`config.mk`:
```
export PLATFORM = sky130hd
export DESIGN_NAME = arec_config
export DESIGN_NICKNAME = d
export VERILOG_FILES = /design/src/shared/arec_pkg.sv /design/src/core/arec_config.sv /design/src/core/arec_low_switch.sv
export SDC_FILE = /design/constraint.sdc
export NUM_CORES = 1
export LEC_CHECK = 0
export BUFFER_PORTS_ARGS = -buffer_cell sky130_fd_sc_hd__buf_2
export CAP_MARGIN = 0
export CORE_ASPECT_RATIO = 1.75
export CORE_MARGIN = 5
export CORE_UTILIZATION = 30
export CTS_BUF_LIST = sky130_fd_sc_hd__clkbuf_4 sky130_fd_sc_hd__clkbuf_8
export CTS_CLUSTER_SIZE = 16
export DETAILED_ROUTE_END_ITERATION = 12
export GPL_ROUTABILITY_DRIVEN = 1
export GPL_TIMING_DRIVEN = 0
export PLACE_DENSITY = 0.58
export SETUP_SLACK_MARGIN = 0.2
export SYNTH_ARGS = -nofsm -noshare
export SYNTH_HDL_FRONTEND = slang
export SYNTH_SLANG_ARGS = --single-unit
```
`constraint.sdc`:
```
create_clock -name core_clk -period 4.8 [get_ports core_clk]
set_clock_uncertainty 0.1 [all_clocks]
set_input_delay 0.96 -clock core_clk [delete_from_list [all_inputs] [get_ports core_clk]]
set_output_delay 0.96 -clock core_clk [all_outputs]
set_load 0.01 [all_outputs]
```
`src/shared/arec_pkg.sv`:
```
// constants, encodings and decode helpers for the reference / excitation config block
// assumes a 2-bit register index from the command decoder; indices 0 and 1 live elsewhere
package arec_pkg;

  localparam int REG_ADDR_W = 2;
  localparam int DATA_W = 8;
  localparam int CUR_UA_W = 11;
  localparam int ROUTE_PINS = 6;
  localparam int REF_KINDS = 4;

  // register indices on the command decoder's index bus
  localparam logic [REG_ADDR_W-1:0] REF_FILT_EXC_ADDR = 2'h2;
  localparam logic [REG_ADDR_W-1:0] ROUTE_READY_ADDR = 2'h3;

  localparam logic [DATA_W-1:0] REF_FILT_EXC_RESET = 8'h00;
  localparam logic [DATA_W-1:0] ROUTE_READY_RESET = 8'h00;
  localparam logic [DATA_W-1:0] READ_UNMAPPED = 8'h00;

  // reference_filter_excitation_config fields
  localparam int REF_SEL_HI = 7;
  localparam int REF_SEL_LO = 6;
  localparam int FILT_HI = 5;
  localparam int FILT_LO = 4;
  localparam int SWITCH_BIT = 3;
  localparam int CUR_HI = 2;
  localparam int CUR_LO = 0;

  // excitation_routing_ready_config fields
  localparam int ROUTE1_HI = 7;
  localparam int ROUTE1_LO = 5;
  localparam int ROUTE2_HI = 4;
  localparam int ROUTE2_LO = 2;
  localparam int READY_MODE_BIT = 1;
  localparam int SPARE_BIT = 0;

  typedef enum logic [1:0] {
    AREC_REF_INTERNAL = 2'h0,
    AREC_REF_DEDICATED = 2'h1,
    AREC_REF_SHARED = 2'h2,
    AREC_REF_SUPPLY = 2'h3
  } arec_ref_e;

  typedef enum logic [1:0] {
    AREC_FILT_NONE = 2'h0,
    AREC_FILT_BOTH = 2'h1,
    AREC_FILT_50 = 2'h2,
    AREC_FILT_60 = 2'h3
  } arec_filt_e;

  localparam logic [2:0] CUR_OFF = 3'h0;
  localparam logic [2:0] CUR_RESERVED = 3'h1;
  // magnitude in microamps, indexed by the current code
  localparam logic [CUR_UA_W-1:0] CUR_UA_TABLE [8] = '{
    11'h000, 11'h000, 11'h032, 11'h064, 11'h0fa, 11'h1f4, 11'h3e8, 11'h5dc
  };

  localparam logic [2:0] ROUTE_OFF = 3'h0;
  localparam logic [2:0] ROUTE_RESERVED = 3'h7;
  // one-hot pin order: shared_ref_pos_input, analog_input_one, analog_input_two,
  // shared_ref_neg_input, dedicated_ref_pos, dedicated_ref_neg (bit 0 first)

  localparam logic [1:0] MODE_NORMAL = 2'h0;
  localparam logic [1:0] MODE_DUTY = 2'h1;
  localparam logic [2:0] RATE_SLOWEST = 3'h0;

  function automatic logic [ROUTE_PINS-1:0] arec_route_onehot(input logic [2:0] code);
    logic [ROUTE_PINS-1:0] pins;
    pins = '0;
    if (code != ROUTE_OFF && code != ROUTE_RESERVED)
    begin
      pins[code - 3'h1] = 1'b1;
    end
    return pins;
  endfunction

endpackage
```
`src/core/arec_config.sv`:
```
// reference, filter, excitation and ready-routing configuration registers
// assumes a command decoder delivering one-cycle read/write strobes with a register index,
// and start/sleep command pulses; all inputs synchronous to core_clk

// Function
// - top two bits of first register pick the conversion reference source
// - two-bit filter field picks none, both, 50 Hz or 60 Hz rejection
// - switch control cleared keeps low-side switch open always
// - switch control set: start opens switch, sleep closes it
// - current field sets common magnitude; 000 off, 001 reserved, 50 to 1500 uA
// - upper routing field connects first source to one of six pins
// - middle routing field connects second source with same encoding
// - ready mode cleared: dedicated pin only; set: shared serial pin too
// - both registers load zero at reset
// - mode field: normal or duty-cycle; rate code 000 is the slowest
module arec_config (
  input wire logic core_clk,
  input wire logic rst_n,
  input wire logic reg_wr,
  input wire logic reg_rd,
  input wire logic [arec_pkg::REG_ADDR_W-1:0] reg_addr,
  input wire logic [arec_pkg::DATA_W-1:0] reg_wdata,
  output logic [arec_pkg::DATA_W-1:0] reg_rdata,
  output logic reg_rvalid,
  input wire logic start_cmd,
  input wire logic sleep_cmd,
  input wire logic [1:0] op_mode,
  input wire logic [2:0] sample_rate_code,
  input wire logic data_ready,
  input wire logic serial_busy,
  input wire logic serial_dout,
  output logic ref_internal,
  output logic ref_dedicated,
  output logic ref_shared,
  output logic ref_supply,
  output logic reject_50hz,
  output logic reject_60hz,
  output logic filter_rate_mismatch,
  output logic low_side_switch_closed,
  output logic current_enable,
  output logic [arec_pkg::CUR_UA_W-1:0] current_level_ua,
  output logic current_code_reserved,
  output logic [arec_pkg::ROUTE_PINS-1:0] first_source_pins,
  output logic first_route_reserved,
  output logic [arec_pkg::ROUTE_PINS-1:0] second_source_pins,
  output logic second_route_reserved,
  output logic ready_pin_n,
  output logic serial_out_ready_pin
);
  import arec_pkg::*;

  typedef struct packed {
    logic [DATA_W-1:0] ref_cfg;
    logic [DATA_W-1:0] route_cfg;
    logic [DATA_W-1:0] rdata;
    logic rvalid;
    logic [REF_KINDS-1:0] ref_onehot;
    logic rej_50;
    logic rej_60;
    logic rate_mismatch;
    logic cur_en;
    logic [CUR_UA_W-1:0] cur_ua;
    logic cur_rsv;
    logic [ROUTE_PINS-1:0] first_pins;
    logic first_rsv;
    logic [ROUTE_PINS-1:0] second_pins;
    logic second_rsv;
    logic ready_n;
    logic dout_pin;
  } arec_cfg_state_s;

  // reset reference selection follows the reset value of the select field
  localparam logic [REF_KINDS-1:0] REF_ONEHOT_RESET =
    REF_KINDS'(1) << REF_FILT_EXC_RESET[REF_SEL_HI:REF_SEL_LO];

  localparam arec_cfg_state_s RESET_STATE = '{
    ref_cfg: REF_FILT_EXC_RESET,
    route_cfg: ROUTE_READY_RESET,
    rdata: READ_UNMAPPED,
    rvalid: 1'b0,
    ref_onehot: REF_ONEHOT_RESET,
    rej_50: 1'b0,
    rej_60: 1'b0,
    rate_mismatch: 1'b0,
    cur_en: 1'b0,
    cur_ua: '0,
    cur_rsv: 1'b0,
    first_pins: '0,
    first_rsv: 1'b0,
    second_pins: '0,
    second_rsv: 1'b0,
    ready_n: 1'b1,
    dout_pin: 1'b1
  };

  arec_cfg_state_s st;
  arec_cfg_state_s next_st;

  // field views of the values about to be registered
  arec_ref_e ref_sel;
  arec_filt_e filt_sel;
  logic [2:0] cur_code;
  logic [2:0] route1_code;
  logic [2:0] route2_code;
  logic ready_on_dout;
  logic slowest_rate;

  always_comb
  begin
    next_st = st;
    next_st.rvalid = 1'b0;

    // read samples the value held before a same-cycle write
    if (reg_rd)
    begin
      next_st.rvalid = 1'b1;
      case (reg_addr)
        REF_FILT_EXC_ADDR:
        begin
          next_st.rdata = st.ref_cfg;
        end
        ROUTE_READY_ADDR:
        begin
          next_st.rdata = st.route_cfg;
        end
        default:
        begin
          // indices 0 and 1 belong to other register blocks
          next_st.rdata = READ_UNMAPPED;
        end
      endcase
    end

    // whole byte stored as written, reserved codes and the spare bit included
    if (reg_wr)
    begin
      case (reg_addr)
        REF_FILT_EXC_ADDR:
        begin
          next_st.ref_cfg = reg_wdata;
        end
        ROUTE_READY_ADDR:
        begin
          next_st.route_cfg = reg_wdata;
        end
        default:
        begin
          // writes to other indices leave both registers untouched
          next_st.ref_cfg = st.ref_cfg;
        end
      endcase
    end

    ref_sel = arec_ref_e'(next_st.ref_cfg[REF_SEL_HI:REF_SEL_LO]);
    filt_sel = arec_filt_e'(next_st.ref_cfg[FILT_HI:FILT_LO]);
    cur_code = next_st.ref_cfg[CUR_HI:CUR_LO];
    route1_code = next_st.route_cfg[ROUTE1_HI:ROUTE1_LO];
    route2_code = next_st.route_cfg[ROUTE2_HI:ROUTE2_LO];
    ready_on_dout = next_st.route_cfg[READY_MODE_BIT];

    // reference source, one-hot
    next_st.ref_onehot = '0;
    unique case (ref_sel)
      AREC_REF_INTERNAL:
      begin
        next_st.ref_onehot[AREC_REF_INTERNAL] = 1'b1;
      end
      AREC_REF_DEDICATED:
      begin
        next_st.ref_onehot[AREC_REF_DEDICATED] = 1'b1;
      end
      AREC_REF_SHARED:
      begin
        next_st.ref_onehot[AREC_REF_SHARED] = 1'b1;
      end
      AREC_REF_SUPPLY:
      begin
        next_st.ref_onehot[AREC_REF_SUPPLY] = 1'b1;
      end
    endcase

    // mains rejection selection
    unique case (filt_sel)
      AREC_FILT_NONE:
      begin
        next_st.rej_50 = 1'b0;
        next_st.rej_60 = 1'b0;
      end
      AREC_FILT_BOTH:
      begin
        next_st.rej_50 = 1'b1;
        next_st.rej_60 = 1'b1;
      end
      AREC_FILT_50:
      begin
        next_st.rej_50 = 1'b1;
        next_st.rej_60 = 1'b0;
      end
      AREC_FILT_60:
      begin
        next_st.rej_50 = 1'b0;
        next_st.rej_60 = 1'b1;
      end
    endcase

    // the filter is only meaningful at the slowest normal or duty-cycle rate;
    // the device still applies the field, it only flags the host's misuse
    unique case (op_mode)
      MODE_NORMAL, MODE_DUTY:
      begin
        slowest_rate = (sample_rate_code == RATE_SLOWEST);
      end
      default:
      begin
        slowest_rate = 1'b0;
      end
    endcase
    if (filt_sel != AREC_FILT_NONE)
    begin
      next_st.rate_mismatch = !slowest_rate;
    end
    else
    begin
      next_st.rate_mismatch = 1'b0;
    end

    // excitation magnitude, shared by both sources
    next_st.cur_ua = CUR_UA_TABLE[cur_code];
    next_st.cur_rsv = (cur_code == CUR_RESERVED);
    // reserved code drives nothing rather than guessing a magnitude
    if ((cur_code == CUR_OFF) || (cur_code == CUR_RESERVED))
    begin
      next_st.cur_en = 1'b0;
    end
    else
    begin
      next_st.cur_en = 1'b1;
    end

    // source routing; a source with no current behind it stays disconnected
    next_st.first_rsv = (route1_code == ROUTE_RESERVED);
    next_st.second_rsv = (route2_code == ROUTE_RESERVED);
    if (next_st.cur_en)
    begin
      next_st.first_pins = arec_route_onehot(route1_code);
      next_st.second_pins = arec_route_onehot(route2_code);
    end
    else
    begin
      next_st.first_pins = '0;
      next_st.second_pins = '0;
    end

    // ready indication; shared pin carries ready only while no data is shifted out
    next_st.ready_n = !data_ready;
    if (ready_on_dout && !serial_busy)
    begin
      next_st.dout_pin = !data_ready;
    end
    else
    begin
      next_st.dout_pin = serial_dout;
    end
  end

  always_ff @(posedge core_clk)
  begin
    if (!rst_n)
    begin
      st <= RESET_STATE;
    end
    else
    begin
      st <= next_st;
    end
  end

  arec_low_switch u_low_switch (
    .core_clk(core_clk),
    .rst_n(rst_n),
    .low_side_switch_ctrl(st.ref_cfg[SWITCH_BIT]),
    .start_cmd(start_cmd),
    .sleep_cmd(sleep_cmd),
    .switch_closed(low_side_switch_closed)
  );

  assign reg_rdata = st.rdata;
  assign reg_rvalid = st.rvalid;
  assign ref_internal = st.ref_onehot[AREC_REF_INTERNAL];
  assign ref_dedicated = st.ref_onehot[AREC_REF_DEDICATED];
  assign ref_shared = st.ref_onehot[AREC_REF_SHARED];
  assign ref_supply = st.ref_onehot[AREC_REF_SUPPLY];
  assign reject_50hz = st.rej_50;
  assign reject_60hz = st.rej_60;
  assign filter_rate_mismatch = st.rate_mismatch;
  assign current_enable = st.cur_en;
  assign current_level_ua = st.cur_ua;
  assign current_code_reserved = st.cur_rsv;
  assign first_source_pins = st.first_pins;
  assign first_route_reserved = st.first_rsv;
  assign second_source_pins = st.second_pins;
  assign second_route_reserved = st.second_rsv;
  assign ready_pin_n = st.ready_n;
  assign serial_out_ready_pin = st.dout_pin;

endmodule

```
`src/core/arec_low_switch.sv`:
```
// low-side switch state between shared_ref_neg_input and analog_ground
// assumes start_cmd and sleep_cmd are one-cycle pulses from the command decoder
module arec_low_switch (
  input wire logic core_clk,
  input wire logic rst_n,
  input wire logic low_side_switch_ctrl,
  input wire logic start_cmd,
  input wire logic sleep_cmd,
  output logic switch_closed
);
  import arec_pkg::*;

  typedef struct packed {
    logic closed;
  } arec_sw_state_s;

  arec_sw_state_s st;
  arec_sw_state_s next_st;

  always_comb
  begin
    next_st = st;
    if (!low_side_switch_ctrl)
    begin
      next_st.closed = 1'b0;
    end
    else if (start_cmd)
    begin
      // open wins when both commands coincide: safe side for the sensor
      next_st.closed = 1'b0;
    end
    else if (sleep_cmd)
    begin
      next_st.closed = 1'b1;
    end
  end

  always_ff @(posedge core_clk)
  begin
    if (!rst_n)
    begin
      st <= '{closed: 1'b0};
    end
    else
    begin
      st <= next_st;
    end
  end

  assign switch_closed = st.closed;

endmodule

```
==> impl_table.tex, run 1 <==
\begin{tabular}{lr}
\hline
Metric & Value \\
\hline
\multicolumn{2}{l}{\textbf{Clocking}} \\
Clock buffer count from CTS & 9 \\
CTS sink count & 60 \\
Clock Latency Late Sink & approximately 330 ps \\
TritonCTS clock tree & built \\
Hold Buf Count CTS & 0 \\
Clock transition at the registers of the reported paths & about 70 ps \\
H-tree depth reported by CTS & 3 \\
Clock root buffer & clkbuf\_8 \\
Number of resized instances in the post-cts repair step & 0 \\
Count of buffers added by post-CTS timing repair for setup & 0 \\
Clock Path Buffers & 2 \\
\multicolumn{2}{l}{\textbf{Power}} \\
Sw Share & 23.58\% \\
Internal power component & $\sim$0.00085 W \\
Clock Power Share & approximately 44\% \\
Leak Pwr & $\sim$1.7 nW \\
Total power draw & 0.001114 W \\
Portion of total power attributed to sequential cells & between 40\% and 50\% \\
Worst vdd rail ir drop & about 0.00013 V \\
Pwr/cell area & about 340 nW/um\^{}2 \\
Power dissipated by switching net loads & roughly 0.00026 W \\
Proportion of power drawn by combinational gates & approximately 10\% \\
\multicolumn{2}{l}{\textbf{Setup path}} \\
FF-to-FF path depth & 5 \\
Largest fanout on the critical path & 5 \\
Source of the worst register-to-register timing path & st[50] \\
Internal reg-to-reg setup slack & between 2000 and 3000 ps \\
CP startpoint kind & primary input \\
Critical path data required time & roughly 5000 ps \\
Slowest Stage Delay on Critical Path & approximately 470 ps \\
Type of the worst setup path & in -> reg \\
Buf/Inv on CP & 2 \\
Cell family contributing the most delay on the critical path & simple AND/OR/NAND/NOR gates \\
Crit path capture type & register \\
CP max-delay cell & or3b\_2 \\
Cells along the critical path & buf\_2, nand3\_2, mux2\_2, inv\_1, ha\_1, or3b\_2, nor4\_1 \\
Arrival time of data at the critical path endpoint & 2740 ps \\
Crit Reg-Reg Endpoint & first\_source\_pins[4] \\
\multicolumn{2}{l}{\textbf{Layout}} \\
\# diodes & 0 \\
Area of the multi-input gates & 1061 um\^{}2 \\
Most frequent cells in the layout & buf\_2, dfxtp\_1, nor2\_1, buf\_4, mux2i\_1 \\
Most frequent standard cell in the layout excluding fill and tap cells & buf\_2 \\
Sequential cell area & about 1200 um\^{}2 \\
Relative area change from synthesis to final layout & 26.89\% \\
Count of placed standard cells in the final layout, fillers left out & approximately 460 \\
Fraction of final layout cells with drive strength greater than 1 & around two fifths \\
Number of filler instances in the final layout & $\sim$900 \\
Final net count & $\sim$370 \\
\multicolumn{2}{l}{\textbf{Drt}} \\
Detailed Routing Iterations Pass 1 & 4 \\
Final routed wire length divided by cell count & 12.95 um \\
Drt drc & 0 \\
Number of DRC markers after the initial detailed-route iteration & 48 \\
Post-detailed-routing wire length & 5.994 mm \\
Number of nets with antenna violations after routing & 0 \\
Post-DR vias/cell & about 4.2 \\
Via Count & 1955 \\
\multicolumn{2}{l}{\textbf{Synth}} \\
Largest family of logic cells by synthesized area & simple AND/OR/NAND/NOR gates \\
Total standard cell area after synthesis & around 2600 um\^{}2 \\
Biggest area consumer among synthesized cells & dfxtp\_1 \\
Fraction of the mapped netlist area in simple logic gates & between 10\% and 20\% \\
Adder-cell area share of the yosys netlist & 3.855\% \\
Largest cells by area after synthesis & dfxtp\_1, buf\_4, mux2i\_1 \\
Leading register cell type out of synthesis & dfxtp\_1 \\
Number of nets in the synthesized netlist & 296 \\
Synth Instances & $\sim$260 \\
Average cell area after synthesis & around 9.8 um\^{}2 \\
Fraction of synthesized area in multiplexers & a little over 10\% \\
Number of flops mapped to enable cells by yosys & 0 \\
Share of Yosys cell area claimed by the top area cell type & 46.27\% \\
Sequential element share of the synthesized area & a little under half \\
Yosys warns & 0 \\
Post-synth cell types & 39 \\
FFs w/ async S/R, synth & 0\% \\
Flip-flop and latch count after synthesis & 60 \\
Post-synthesis share of cell area spent on xor and xnor gates & 1.349\% \\
Compound-gate portion of the synthesized area & between 7 and 8\% \\
\multicolumn{2}{l}{\textbf{Floorplan}} \\
Chip width & about 80 um \\
Number of top-level design ports & 70 \\
Core Box Area & roughly 8600 um\^{}2 \\
Starting density of the core & a little under a third \\
Total Die Area & 10690 um\^{}2 \\
Row count & between 40 and 50 \\
Die Span Y & roughly 130 um \\
\multicolumn{2}{l}{\textbf{STA}} \\
Transition at the pin with the smallest max-transition slack & between 600 and 700 ps \\
Final setup violation count & 0 \\
Number of failing hold endpoints at the final stage & 0 \\
Number of pins exceeding their max-slew limit in the final report & 0 \\
Slew HR & a little under three fifths \\
Unrepaired setup endpoints after global routing & no \\
Final worst-path cycle share & $\sim$54\% \\
Shortest clock period the worst path allows after layout & between 2000 and 3000 ps \\
Total Neg Setup Slack & 0 ps \\
Maximum clock frequency & $\sim$380 MHz \\
Final-layout worst hold slack & 383.1 ps \\
\multicolumn{2}{l}{\textbf{GRT}} \\
Global-route usage over all layers & roughly an eighth \\
Vias in the first global route & about 2000 \\
Maximum number of pins on one net before global-route repair & 11 \\
Antenna violations before repair & 0 \\
Global-route wire length before repair & about 9.5 mm \\
Grt ovf & 0 \\
\multicolumn{2}{l}{\textbf{Placement}} \\
Port buffer count & 66 \\
Count of placed standard cells including taps & 447 \\
Final HPWL DP & approximately 4.7 mm \\
Gpl congestion & approximately 0.71 \\
\multicolumn{2}{l}{\textbf{Min path}} \\
Class of the worst hold path & reg -> reg \\
Number of stages on the worst hold path & 2 \\
Hold Startpoint & st[56] \\
Sink of the worst hold path & u\_low\_switch.switch\_closed \\
\multicolumn{2}{l}{\textbf{Run}} \\
Max-cap violations & 0 \\
\multicolumn{2}{l}{\textbf{Run status}} \\
Run status & complete, no violations \\
\hline
\end{tabular}
## worst min-delay path, stage by stage (launching register included)
cell and delay, ps:
dfxtp_1 320, nand2_1 80, nor3_1 40
## Yosys cell counts, drive strengths merged, types with 2 or more instances
cell	instances
nor2	50
nor3	8
nand2	11
nand2b	2
clkbuf	2
xnor2	3
mux2	3
o211ai	4
a21oi	10
ha	8
inv	10
nor4	5
dfxtp	60
o21ai	5
buf	37
a211oi	2
nand3	2
nand3b	5
mux2i	23
clkinv	2
and2	4
## cells by family (layout without fill, tap and decap cells)
group           after synthesis  after routing
compound gates               24             24
xor+xnor                      4              4
fa+ha+maj                     8              8
buf+inv                      51            133
flops                        60             60
mux                          26             26
other cells                   1              1
simple gates                 90             90
## final cells by class
cell class              instances  share of cell area (%)
plain buffers                  39                   8.735
clock buffers                  13                   5.431
clock inverters                 3                   1.291
inverters                      12                   1.405
multi-input cells             153                   32.21
flip-flops and latches         60                   36.46
well taps                     117                   4.444
repair buffers                 66                   10.03
## state kept, by name, summed over array words and instances (netlist names), 6 cells and up
register	flops
second_source_pins	6
current_level_ua	9
st	16
first_source_pins	6
reg_rdata	8
## power groups by stage
stage / sequential [W] / clock, W / combinational [W]
final: 0.000516 / 0.000489 / 0.000109
after floorplan: 0.000529 / 0 / 0.0000705
after global placement: 0.000527 / 0 / 0.000108
after global routing: 0.000518 / 0.000526 / 0.000120
after CTS: 0.000516 / 0.000503 / 0.000111
after detailed placement: 0.000527 / 0 / 0.000110
## how the worst max path moves through the flow
stage	start	to	depth (start not counted)
final	reg_addr[1]	first_source_pins[4]	7
after global routing	reg_addr[1]	first_source_pins[4]	8
after CTS	reg_addr[1]	first_source_pins[4]	7
after detailed placement	reg_addr[1]	first_source_pins[4]	7
after global placement	reg_addr[1]	first_source_pins[5]	7
after floorplan	reg_addr[0]	first_source_pins[4]	7
## metrics by stage
step / worst slack (ps) / area, um^2 / util (%)
after global placement: 1881 / 3073 / 35.91
after detailed placement: 1848 / 3073 / 35.91
after CTS: 2186 / 3294 / 38.49
after global routing: 2066 / 3294 / 38.49
after floorplan: 2095 / 2596 / -
final: 2198 / 3294 / 38.49
## metal layers
metal	share of wire [%]	track usage (%)	wire [um]	vias up
met1	35	10.46	2093	905
met4	2.2	5.357	129	0
met5	0	0	0	-
met2	58	23.48	3465	48
li1	-	-	-	995
met3	5.1	4.087	307	7
Note: power is estimated with default switching activity, not from simulation.
==> run 2: changes to the inputs <==
--- a/config.mk
+++ b/config.mk
@@ -5,6 +5,7 @@
 export SDC_FILE = /design/constraint.sdc
 export NUM_CORES = 1
 export LEC_CHECK = 0
+export ABC_AREA = 1
 export BUFFER_PORTS_ARGS = -buffer_cell sky130_fd_sc_hd__buf_2
 export CAP_MARGIN = 0
 export CORE_ASPECT_RATIO = 1.75
@@ -15,7 +16,7 @@
 export DETAILED_ROUTE_END_ITERATION = 12
 export GPL_ROUTABILITY_DRIVEN = 1
 export GPL_TIMING_DRIVEN = 0
-export PLACE_DENSITY = 0.58
+export PLACE_DENSITY = 0.57
 export SETUP_SLACK_MARGIN = 0.2
 export SYNTH_ARGS = -nofsm -noshare
 export SYNTH_HDL_FRONTEND = slang
==> constraint.sdc (replaced) <==
create_clock -name core_clk -period 2.45 [get_ports core_clk]
set_clock_uncertainty 0.1 [all_clocks]
set_input_delay 0.49 -clock core_clk [delete_from_list [all_inputs] [get_ports core_clk]]
set_output_delay 0.49 -clock core_clk [all_outputs]
set_load 0.01 [all_outputs]
==> impl_table.tex, run 2 <==
\begin{tabular}{lr}
\hline
Metric & Value \\
\hline
\multicolumn{2}{l}{\textbf{STA}} \\
Total Neg Setup Slack & 0 ps \\
Number of pins exceeding their max-slew limit in the final report & 0 \\
Number of failing hold endpoints at the final stage & 0 \\
Final worst-path cycle share & around 75\% \\
Maximum clock frequency & between 500 and 600 MHz \\
Shortest clock period the worst path allows after layout & 1831 ps \\
Final-layout worst hold slack & 209.7 ps \\
Slew HR & about 64\% \\
Final setup violation count & 0 \\
Unrepaired setup endpoints after global routing & no \\
Transition at the pin with the smallest max-transition slack & 537.1 ps \\
PnR worst setup slack & roughly 620 ps \\
\multicolumn{2}{l}{\textbf{Synth}} \\
Average cell area after synthesis & 8.268 um\^{}2 \\
Post-synth cell types & 34 \\
FFs w/ async S/R, synth & 0\% \\
Most common library cells after synthesis & dfxtp\_1, nand2\_1, inv\_1 \\
Most common cell in the netlist & dfxtp\_1 \\
Largest cells by area after synthesis & dfxtp\_1, buf\_4, nand2\_1 \\
Flip-flop and latch count after synthesis & 60 \\
Sequential element share of the synthesized area & a little over two fifths \\
Adder-cell area share of the yosys netlist & between 3 and 4\% \\
Number of nets in the synthesized netlist & about 370 \\
Synth Instances & 337 \\
Compound-gate portion of the synthesized area & 7.319\% \\
Largest family of logic cells by synthesized area & simple AND/OR/NAND/NOR gates \\
Biggest area consumer among synthesized cells & dfxtp\_1 \\
Number of flops mapped to enable cells by yosys & 0 \\
Fraction of the mapped netlist area in simple logic gates & between 20\% and 30\% \\
Yosys warns & 0 \\
Total standard cell area after synthesis & approximately 2800 um\^{}2 \\
Post-synthesis share of cell area spent on xor and xnor gates & 0\% \\
Fraction of synthesized area in multiplexers & 0\% \\
Leading register cell type out of synthesis & dfxtp\_1 \\
Share of Yosys cell area claimed by the top area cell type & between 40\% and 50\% \\
\multicolumn{2}{l}{\textbf{Clocking}} \\
CTS sink count & 60 \\
Clock Path Buffers & 2 \\
Hold Buf Count CTS & 0 \\
Count of buffers added by post-CTS timing repair for setup & 0 \\
Clock root buffer & clkbuf\_8 \\
TritonCTS clock tree & built \\
Clock buffer count from CTS & 9 \\
H-tree depth reported by CTS & 3 \\
Clock Latency Late Sink & 350 ps \\
Clock transition at the registers of the reported paths & roughly 60 ps \\
Number of resized instances in the post-cts repair step & 0 \\
\multicolumn{2}{l}{\textbf{Floorplan}} \\
Row count & 46 \\
Core Box Area & 9094 um\^{}2 \\
Starting density of the core & slightly above 30\% \\
Number of top-level design ports & 70 \\
Chip width & between 80 and 90 um \\
Total Die Area & $\sim$11000 um\^{}2 \\
Die Span Y & 137.5 um \\
\multicolumn{2}{l}{\textbf{Layout}} \\
Most frequent cells in the layout & buf\_2, dfxtp\_1, nand2\_1, inv\_1 \\
Largest register by flop count & st \\
Largest register FFs & 16 \\
Final net count & roughly 450 \\
Most frequent standard cell in the layout excluding fill and tap cells & buf\_2 \\
\# diodes & 0 \\
Post-layout util & 38.00\% \\
Relative area change from synthesis to final layout & 24.02\% \\
Fraction of final layout cells with drive strength greater than 1 & a little under two fifths \\
\multicolumn{2}{l}{\textbf{Setup path}} \\
Crit path capture type & register \\
Type of the worst setup path & in -> reg \\
Internal reg-to-reg setup slack & 960 ps \\
Source of the worst register-to-register timing path & st[50] \\
Arrival time of data at the critical path endpoint & between 2000 and 2500 ps \\
FF-to-FF path depth & 9 \\
Largest fanout on the critical path & 10 \\
CP startpoint kind & primary input \\
Critical path data required time & 2630 ps \\
Crit Reg-Reg Endpoint & first\_source\_pins[0] \\
Worst Setup SP & reg\_wr \\
\multicolumn{2}{l}{\textbf{Min path}} \\
Class of the worst hold path & in -> reg \\
Hold Startpoint & start\_cmd \\
Number of stages on the worst hold path & 2 \\
Sink of the worst hold path & u\_low\_switch.switch\_closed \\
\multicolumn{2}{l}{\textbf{Drt}} \\
Drt drc & 0 \\
Via Count & $\sim$2300 \\
Final routed wire length divided by cell count & $\sim$12 um \\
Number of nets with antenna violations after routing & 0 \\
Number of DRC markers after the initial detailed-route iteration & between 90 and 100 \\
Post-DR vias/cell & 4.205 \\
Post-detailed-routing wire length & approximately 6.3 mm \\
Detailed Routing Iterations Pass 1 & 4 \\
\multicolumn{2}{l}{\textbf{Power}} \\
Worst vdd rail ir drop & between 0.0002 and 0.00025 V \\
Pwr/cell area & 636.1 nW/um\^{}2 \\
Leak Pwr & 1.776 nW \\
Total power draw & 0.002198 W \\
\multicolumn{2}{l}{\textbf{GRT}} \\
Vias in the first global route & 2260 \\
Grt ovf & 0 \\
Antenna violations before repair & 0 \\
Global-route usage over all layers & between 10\% and 20\% \\
Maximum number of pins on one net before global-route repair & 11 \\
Global-route wire length before repair & 10.39 mm \\
\multicolumn{2}{l}{\textbf{Placement}} \\
Port buffer count & 65 \\
Gpl congestion & 0.8024 \\
Final HPWL DP & 5.036 mm \\
Dpl ws & approximately 270 ps \\
\multicolumn{2}{l}{\textbf{Run status}} \\
Run status & complete, no violations \\
\multicolumn{2}{l}{\textbf{Run}} \\
Max-cap violations & 0 \\
\hline
\end{tabular}
run 2: cell families after synthesis:
logic type,Yosys count
AND/OR/NAND/NOR,145
AO/OA/AOI/OAI,33
buffers and inverters,90
flip-flops,60
other,1
adder cells (fa/ha/maj),8
run 2: worst max-delay path by stage:
stage | endpoint | slack (ps) | depth (start not counted)
finish | first_source_pins[0] | 620 | 11
global route | first_source_pins[4] | 470 | 11
CTS | first_source_pins[0] | 630 | 11
detailed placement | first_source_pins[0] | 270 | 11
global placement | first_source_pins[0] | 290 | 11
floorplan | first_source_pins[0] | 520 | 11
run 2: final cells by class:
| class | instances | area [um^2] |
|---|---|---|
| buffer | 40 | 294.0 |
| timing repair buffer | 65 | 325.3 |
| clock buffer | 12 | 158.9 |
| clock inverter | 2 | 35.03 |
| multi-input combinational | 187 | 1099 |
| tap | 120 | 150.1 |
| sequential | 60 | 1201 |
| inverter | 50 | 192.7 |
| fill | 992 | 5638 |
run 2: through the flow:
step / std cells / area (um^2)
2_1_floorplan: 337 / 2786
3_3_place_gp: 522 / 3262
3_5_place_dp: 522 / 3262
4_1_cts: 536 / 3456
5_1_grt: 536 / 3456
6_report: 536 / 3456
run 2: critical path: stages:
cell	delay (ps)
buf_2	210
nand3_2	150
buf_6	180
o21ai_4	180
inv_1	120
ha_1	240
inv_1	80
nand2_1	60
nand2_1	100
nand3_1	90
nor2_2	100
run 2: layer usage:
metal / up-vias / share of wire, % / routed length (um) / track usage, %
met4: 0 / 2.5 / 155 / 6.273
met1: 1025 / 37 / 2294 / 10.76
met3: 11 / 5.7 / 359 / 4.488
li1: 1171 / - / - / -
met5: - / 0 / 0 / 0
met2: 47 / 55 / 3470 / 22.01
run 2: where the power goes:
| group | internal (W) | switching [W] |
|---|---|---|
| clock | 0.000523 | 0.000360 |
| sequential | 0.00101 | 0.0000127 |
| combinational | 0.000112 | 0.000180 |
==> run 3: changes to the inputs <==
--- a/config.mk
+++ b/config.mk
@@ -16,7 +16,7 @@
 export DETAILED_ROUTE_END_ITERATION = 12
 export GPL_ROUTABILITY_DRIVEN = 1
 export GPL_TIMING_DRIVEN = 0
-export PLACE_DENSITY = 0.57
+export PLACE_DENSITY = 0.59
 export SETUP_SLACK_MARGIN = 0.2
 export SYNTH_ARGS = -nofsm -noshare
 export SYNTH_HDL_FRONTEND = slang
==> constraint.sdc (replaced) <==
create_clock -name core_clk -period 1.6 [get_ports core_clk]
set_clock_uncertainty 0.1 [all_clocks]
set_input_delay 0.32 -clock core_clk [delete_from_list [all_inputs] [get_ports core_clk]]
set_output_delay 0.32 -clock core_clk [all_outputs]
set_load 0.01 [all_outputs]
==> impl_table.tex, run 3 (synthesis gave the netlist of run 2 again) <==
\begin{tabular}{lr}
\hline
Metric & Value \\
\hline
\multicolumn{2}{l}{\textbf{Floorplan}} \\
Die Span Y & 137.5 um \\
Core Box Area & between 9000 and 10000 um\^{}2 \\
Starting density of the core & between 30\% and 40\% \\
Number of top-level design ports & 70 \\
Chip width & a little over 80 um \\
Total Die Area & between 10000 and 15000 um\^{}2 \\
Row count & 46 \\
\multicolumn{2}{l}{\textbf{Clocking}} \\
Clock Path Buffers & 2 \\
Hold Buf Count CTS & 0 \\
CTS sink count & 60 \\
TritonCTS clock tree & built \\
Clock Latency Late Sink & about 350 ps \\
Clock buffer count from CTS & 9 \\
Clock root buffer & clkbuf\_8 \\
H-tree depth reported by CTS & 3 \\
Clock transition at the registers of the reported paths & 70 ps \\
\multicolumn{2}{l}{\textbf{Layout}} \\
Most frequent standard cell in the layout excluding fill and tap cells & buf\_2 \\
Number of filler instances in the final layout & $\sim$960 \\
Most frequent cells in the layout & buf\_2, dfxtp\_1, buf\_4, nand2\_1, inv\_1 \\
Largest register by flop count & st \\
Count of placed standard cells in the final layout, fillers left out & about 560 \\
\# diodes & 0 \\
Relative area change from synthesis to final layout & 37.09\% \\
Final net count & 464 \\
Fraction of final layout cells with drive strength greater than 1 & between 40\% and 50\% \\
Largest register FFs & 16 \\
Post-layout util & a little over two fifths \\
\multicolumn{2}{l}{\textbf{Run status}} \\
Run status & complete, no violations \\
\multicolumn{2}{l}{\textbf{Setup path}} \\
Crit path capture type & register \\
Buf/Inv on CP & 4 \\
Cell family contributing the most delay on the critical path & simple AND/OR/NAND/NOR gates \\
Largest fanout on the critical path & 8 \\
Cells along the critical path & buf\_12, nand3\_4, buf\_8, o21ai\_4, inv\_2, ha\_4, inv\_2, nand2\_1, nand2\_2, nand3\_1, nor2\_2 \\
Slowest Stage Delay on Critical Path & about 180 ps \\
CP max-delay cell & o21ai\_4 \\
Type of the worst setup path & in -> reg \\
CP startpoint kind & primary input \\
Critical path data required time & approximately 1800 ps \\
Arrival time of data at the critical path endpoint & approximately 1500 ps \\
Most used cell, CP & inv\_2 \\
\multicolumn{2}{l}{\textbf{Placement}} \\
Port buffer count & 65 \\
Gpl congestion & between 0.8 and 0.9 \\
Final HPWL DP & around 5.2 mm \\
Count of placed standard cells including taps & approximately 520 \\
\multicolumn{2}{l}{\textbf{STA}} \\
Final worst-path cycle share & a little over four fifths \\
Number of failing hold endpoints at the final stage & 0 \\
Number of pins exceeding their max-slew limit in the final report & 0 \\
Final setup violation count & 0 \\
Unrepaired setup endpoints after global routing & no \\
Slew HR & around 64\% \\
Transition at the pin with the smallest max-transition slack & 543.9 ps \\
Maximum clock frequency & $\sim$750 MHz \\
Shortest clock period the worst path allows after layout & 1339 ps \\
\multicolumn{2}{l}{\textbf{Drt}} \\
Via Count & between 2000 and 2500 \\
Drt drc & 0 \\
Number of nets with antenna violations after routing & 0 \\
Detailed Routing Iterations Pass 1 & 4 \\
Post-DR vias/cell & roughly 4.2 \\
Number of DRC markers after the initial detailed-route iteration & just over 80 \\
Post-detailed-routing wire length & $\sim$6.8 mm \\
Final routed wire length divided by cell count & approximately 12 um \\
\multicolumn{2}{l}{\textbf{GRT}} \\
Vias in the first global route & approximately 2300 \\
Antenna violations before repair & 0 \\
Global-route wire length before repair & 10.67 mm \\
Maximum number of pins on one net before global-route repair & 11 \\
Global-route usage over all layers & 11.95\% \\
Grt ovf & 0 \\
\multicolumn{2}{l}{\textbf{Power}} \\
Pwr/cell area & between 900 and 1000 nW/um\^{}2 \\
Leak Pwr & $\sim$1.9 nW \\
Worst vdd rail ir drop & between 0.0004 and 0.0005 V \\
Total power draw & roughly 0.0036 W \\
\multicolumn{2}{l}{\textbf{Min path}} \\
Class of the worst hold path & in -> reg \\
\multicolumn{2}{l}{\textbf{Run}} \\
Max-cap violations & 0 \\
\hline
\end{tabular}
run 3: changes by cell type in the layout (fill, tap and decap cells not counted), sizes merged:
cell    previous run  this run
buf              101       119
bufinv             1         2
inv               48        49
clkinv             3         4
run 3: report_power, final:
part	leakage, nW	switching (W)	internal [W]
Clock	0.116	0.000589	0.000928
Combinational	1.31	0.000315	0.000236
Sequential	0.490	0.0000187	0.00155
run 3: layout make-up:
class	instances	area, um^2	area share [%]
Buffer	40	325.3	8.516
Multi-Input combinational cell	187	1229	32.17
Tap cell	120	150.1	3.931
Timing Repair Buffer	84	495.5	12.97
Clock buffer	11	145.1	3.800
Clock inverter	5	75.07	1.965
Sequential cell	60	1204	31.51
Inverter	50	196.4	5.142
run 3: what timing repair did:
action                     in CTS  in global routing
pin swaps                       2                 14
resized for setup               3                 26
setup endpoints to repair      12                 12
setup buffers                   3                 15
gates cloned                    0                  1
run 3: final timing paths:
path                            depth (start not counted)                          to  slack, ps       from
worst max-delay path                                   11        first_source_pins[3]        260     reg_wr
worst max register to register                          9        first_source_pins[3]        280     st[50]
worst min register to register                          2                      st[45]        360     st[45]
worst min-delay path                                    2  u_low_switch.switch_closed         30  start_cmd
run 3: worst register-to-register path, stage by stage, from the launching register on:
cell,delay [ps]
dfxtp_2,340
nand2_2,70
o21ai_4,70
inv_2,90
ha_4,180
inv_2,60
nand2_1,60
nand2_2,90
nand3_1,90
nor2_2,120
run 3: per-stage QoR:
step | TNS [ps] | hold slack, ps | setup WS [ps] | instance area, um^2
2_1_floorplan | -98.71 | 290.0 | -16.46 | 2870
3_3_place_gp | -2883 | 336.2 | -279.8 | 3346
3_5_place_dp | -3161 | 343.7 | -317.6 | 3346
4_1_cts | 0 | 13.77 | 202.4 | 3597
5_1_grt | 0 | 25.64 | 190.2 | 3820
6_report | 0 | 26.48 | 261.3 | 3820
run 3: per-layer routing:
metal	share of wire, %	global-route usage [%]
met5	0	0
met4	3.2	5.818
met3	5.1	4.189
met2	56	22.90
met1	36	11.16
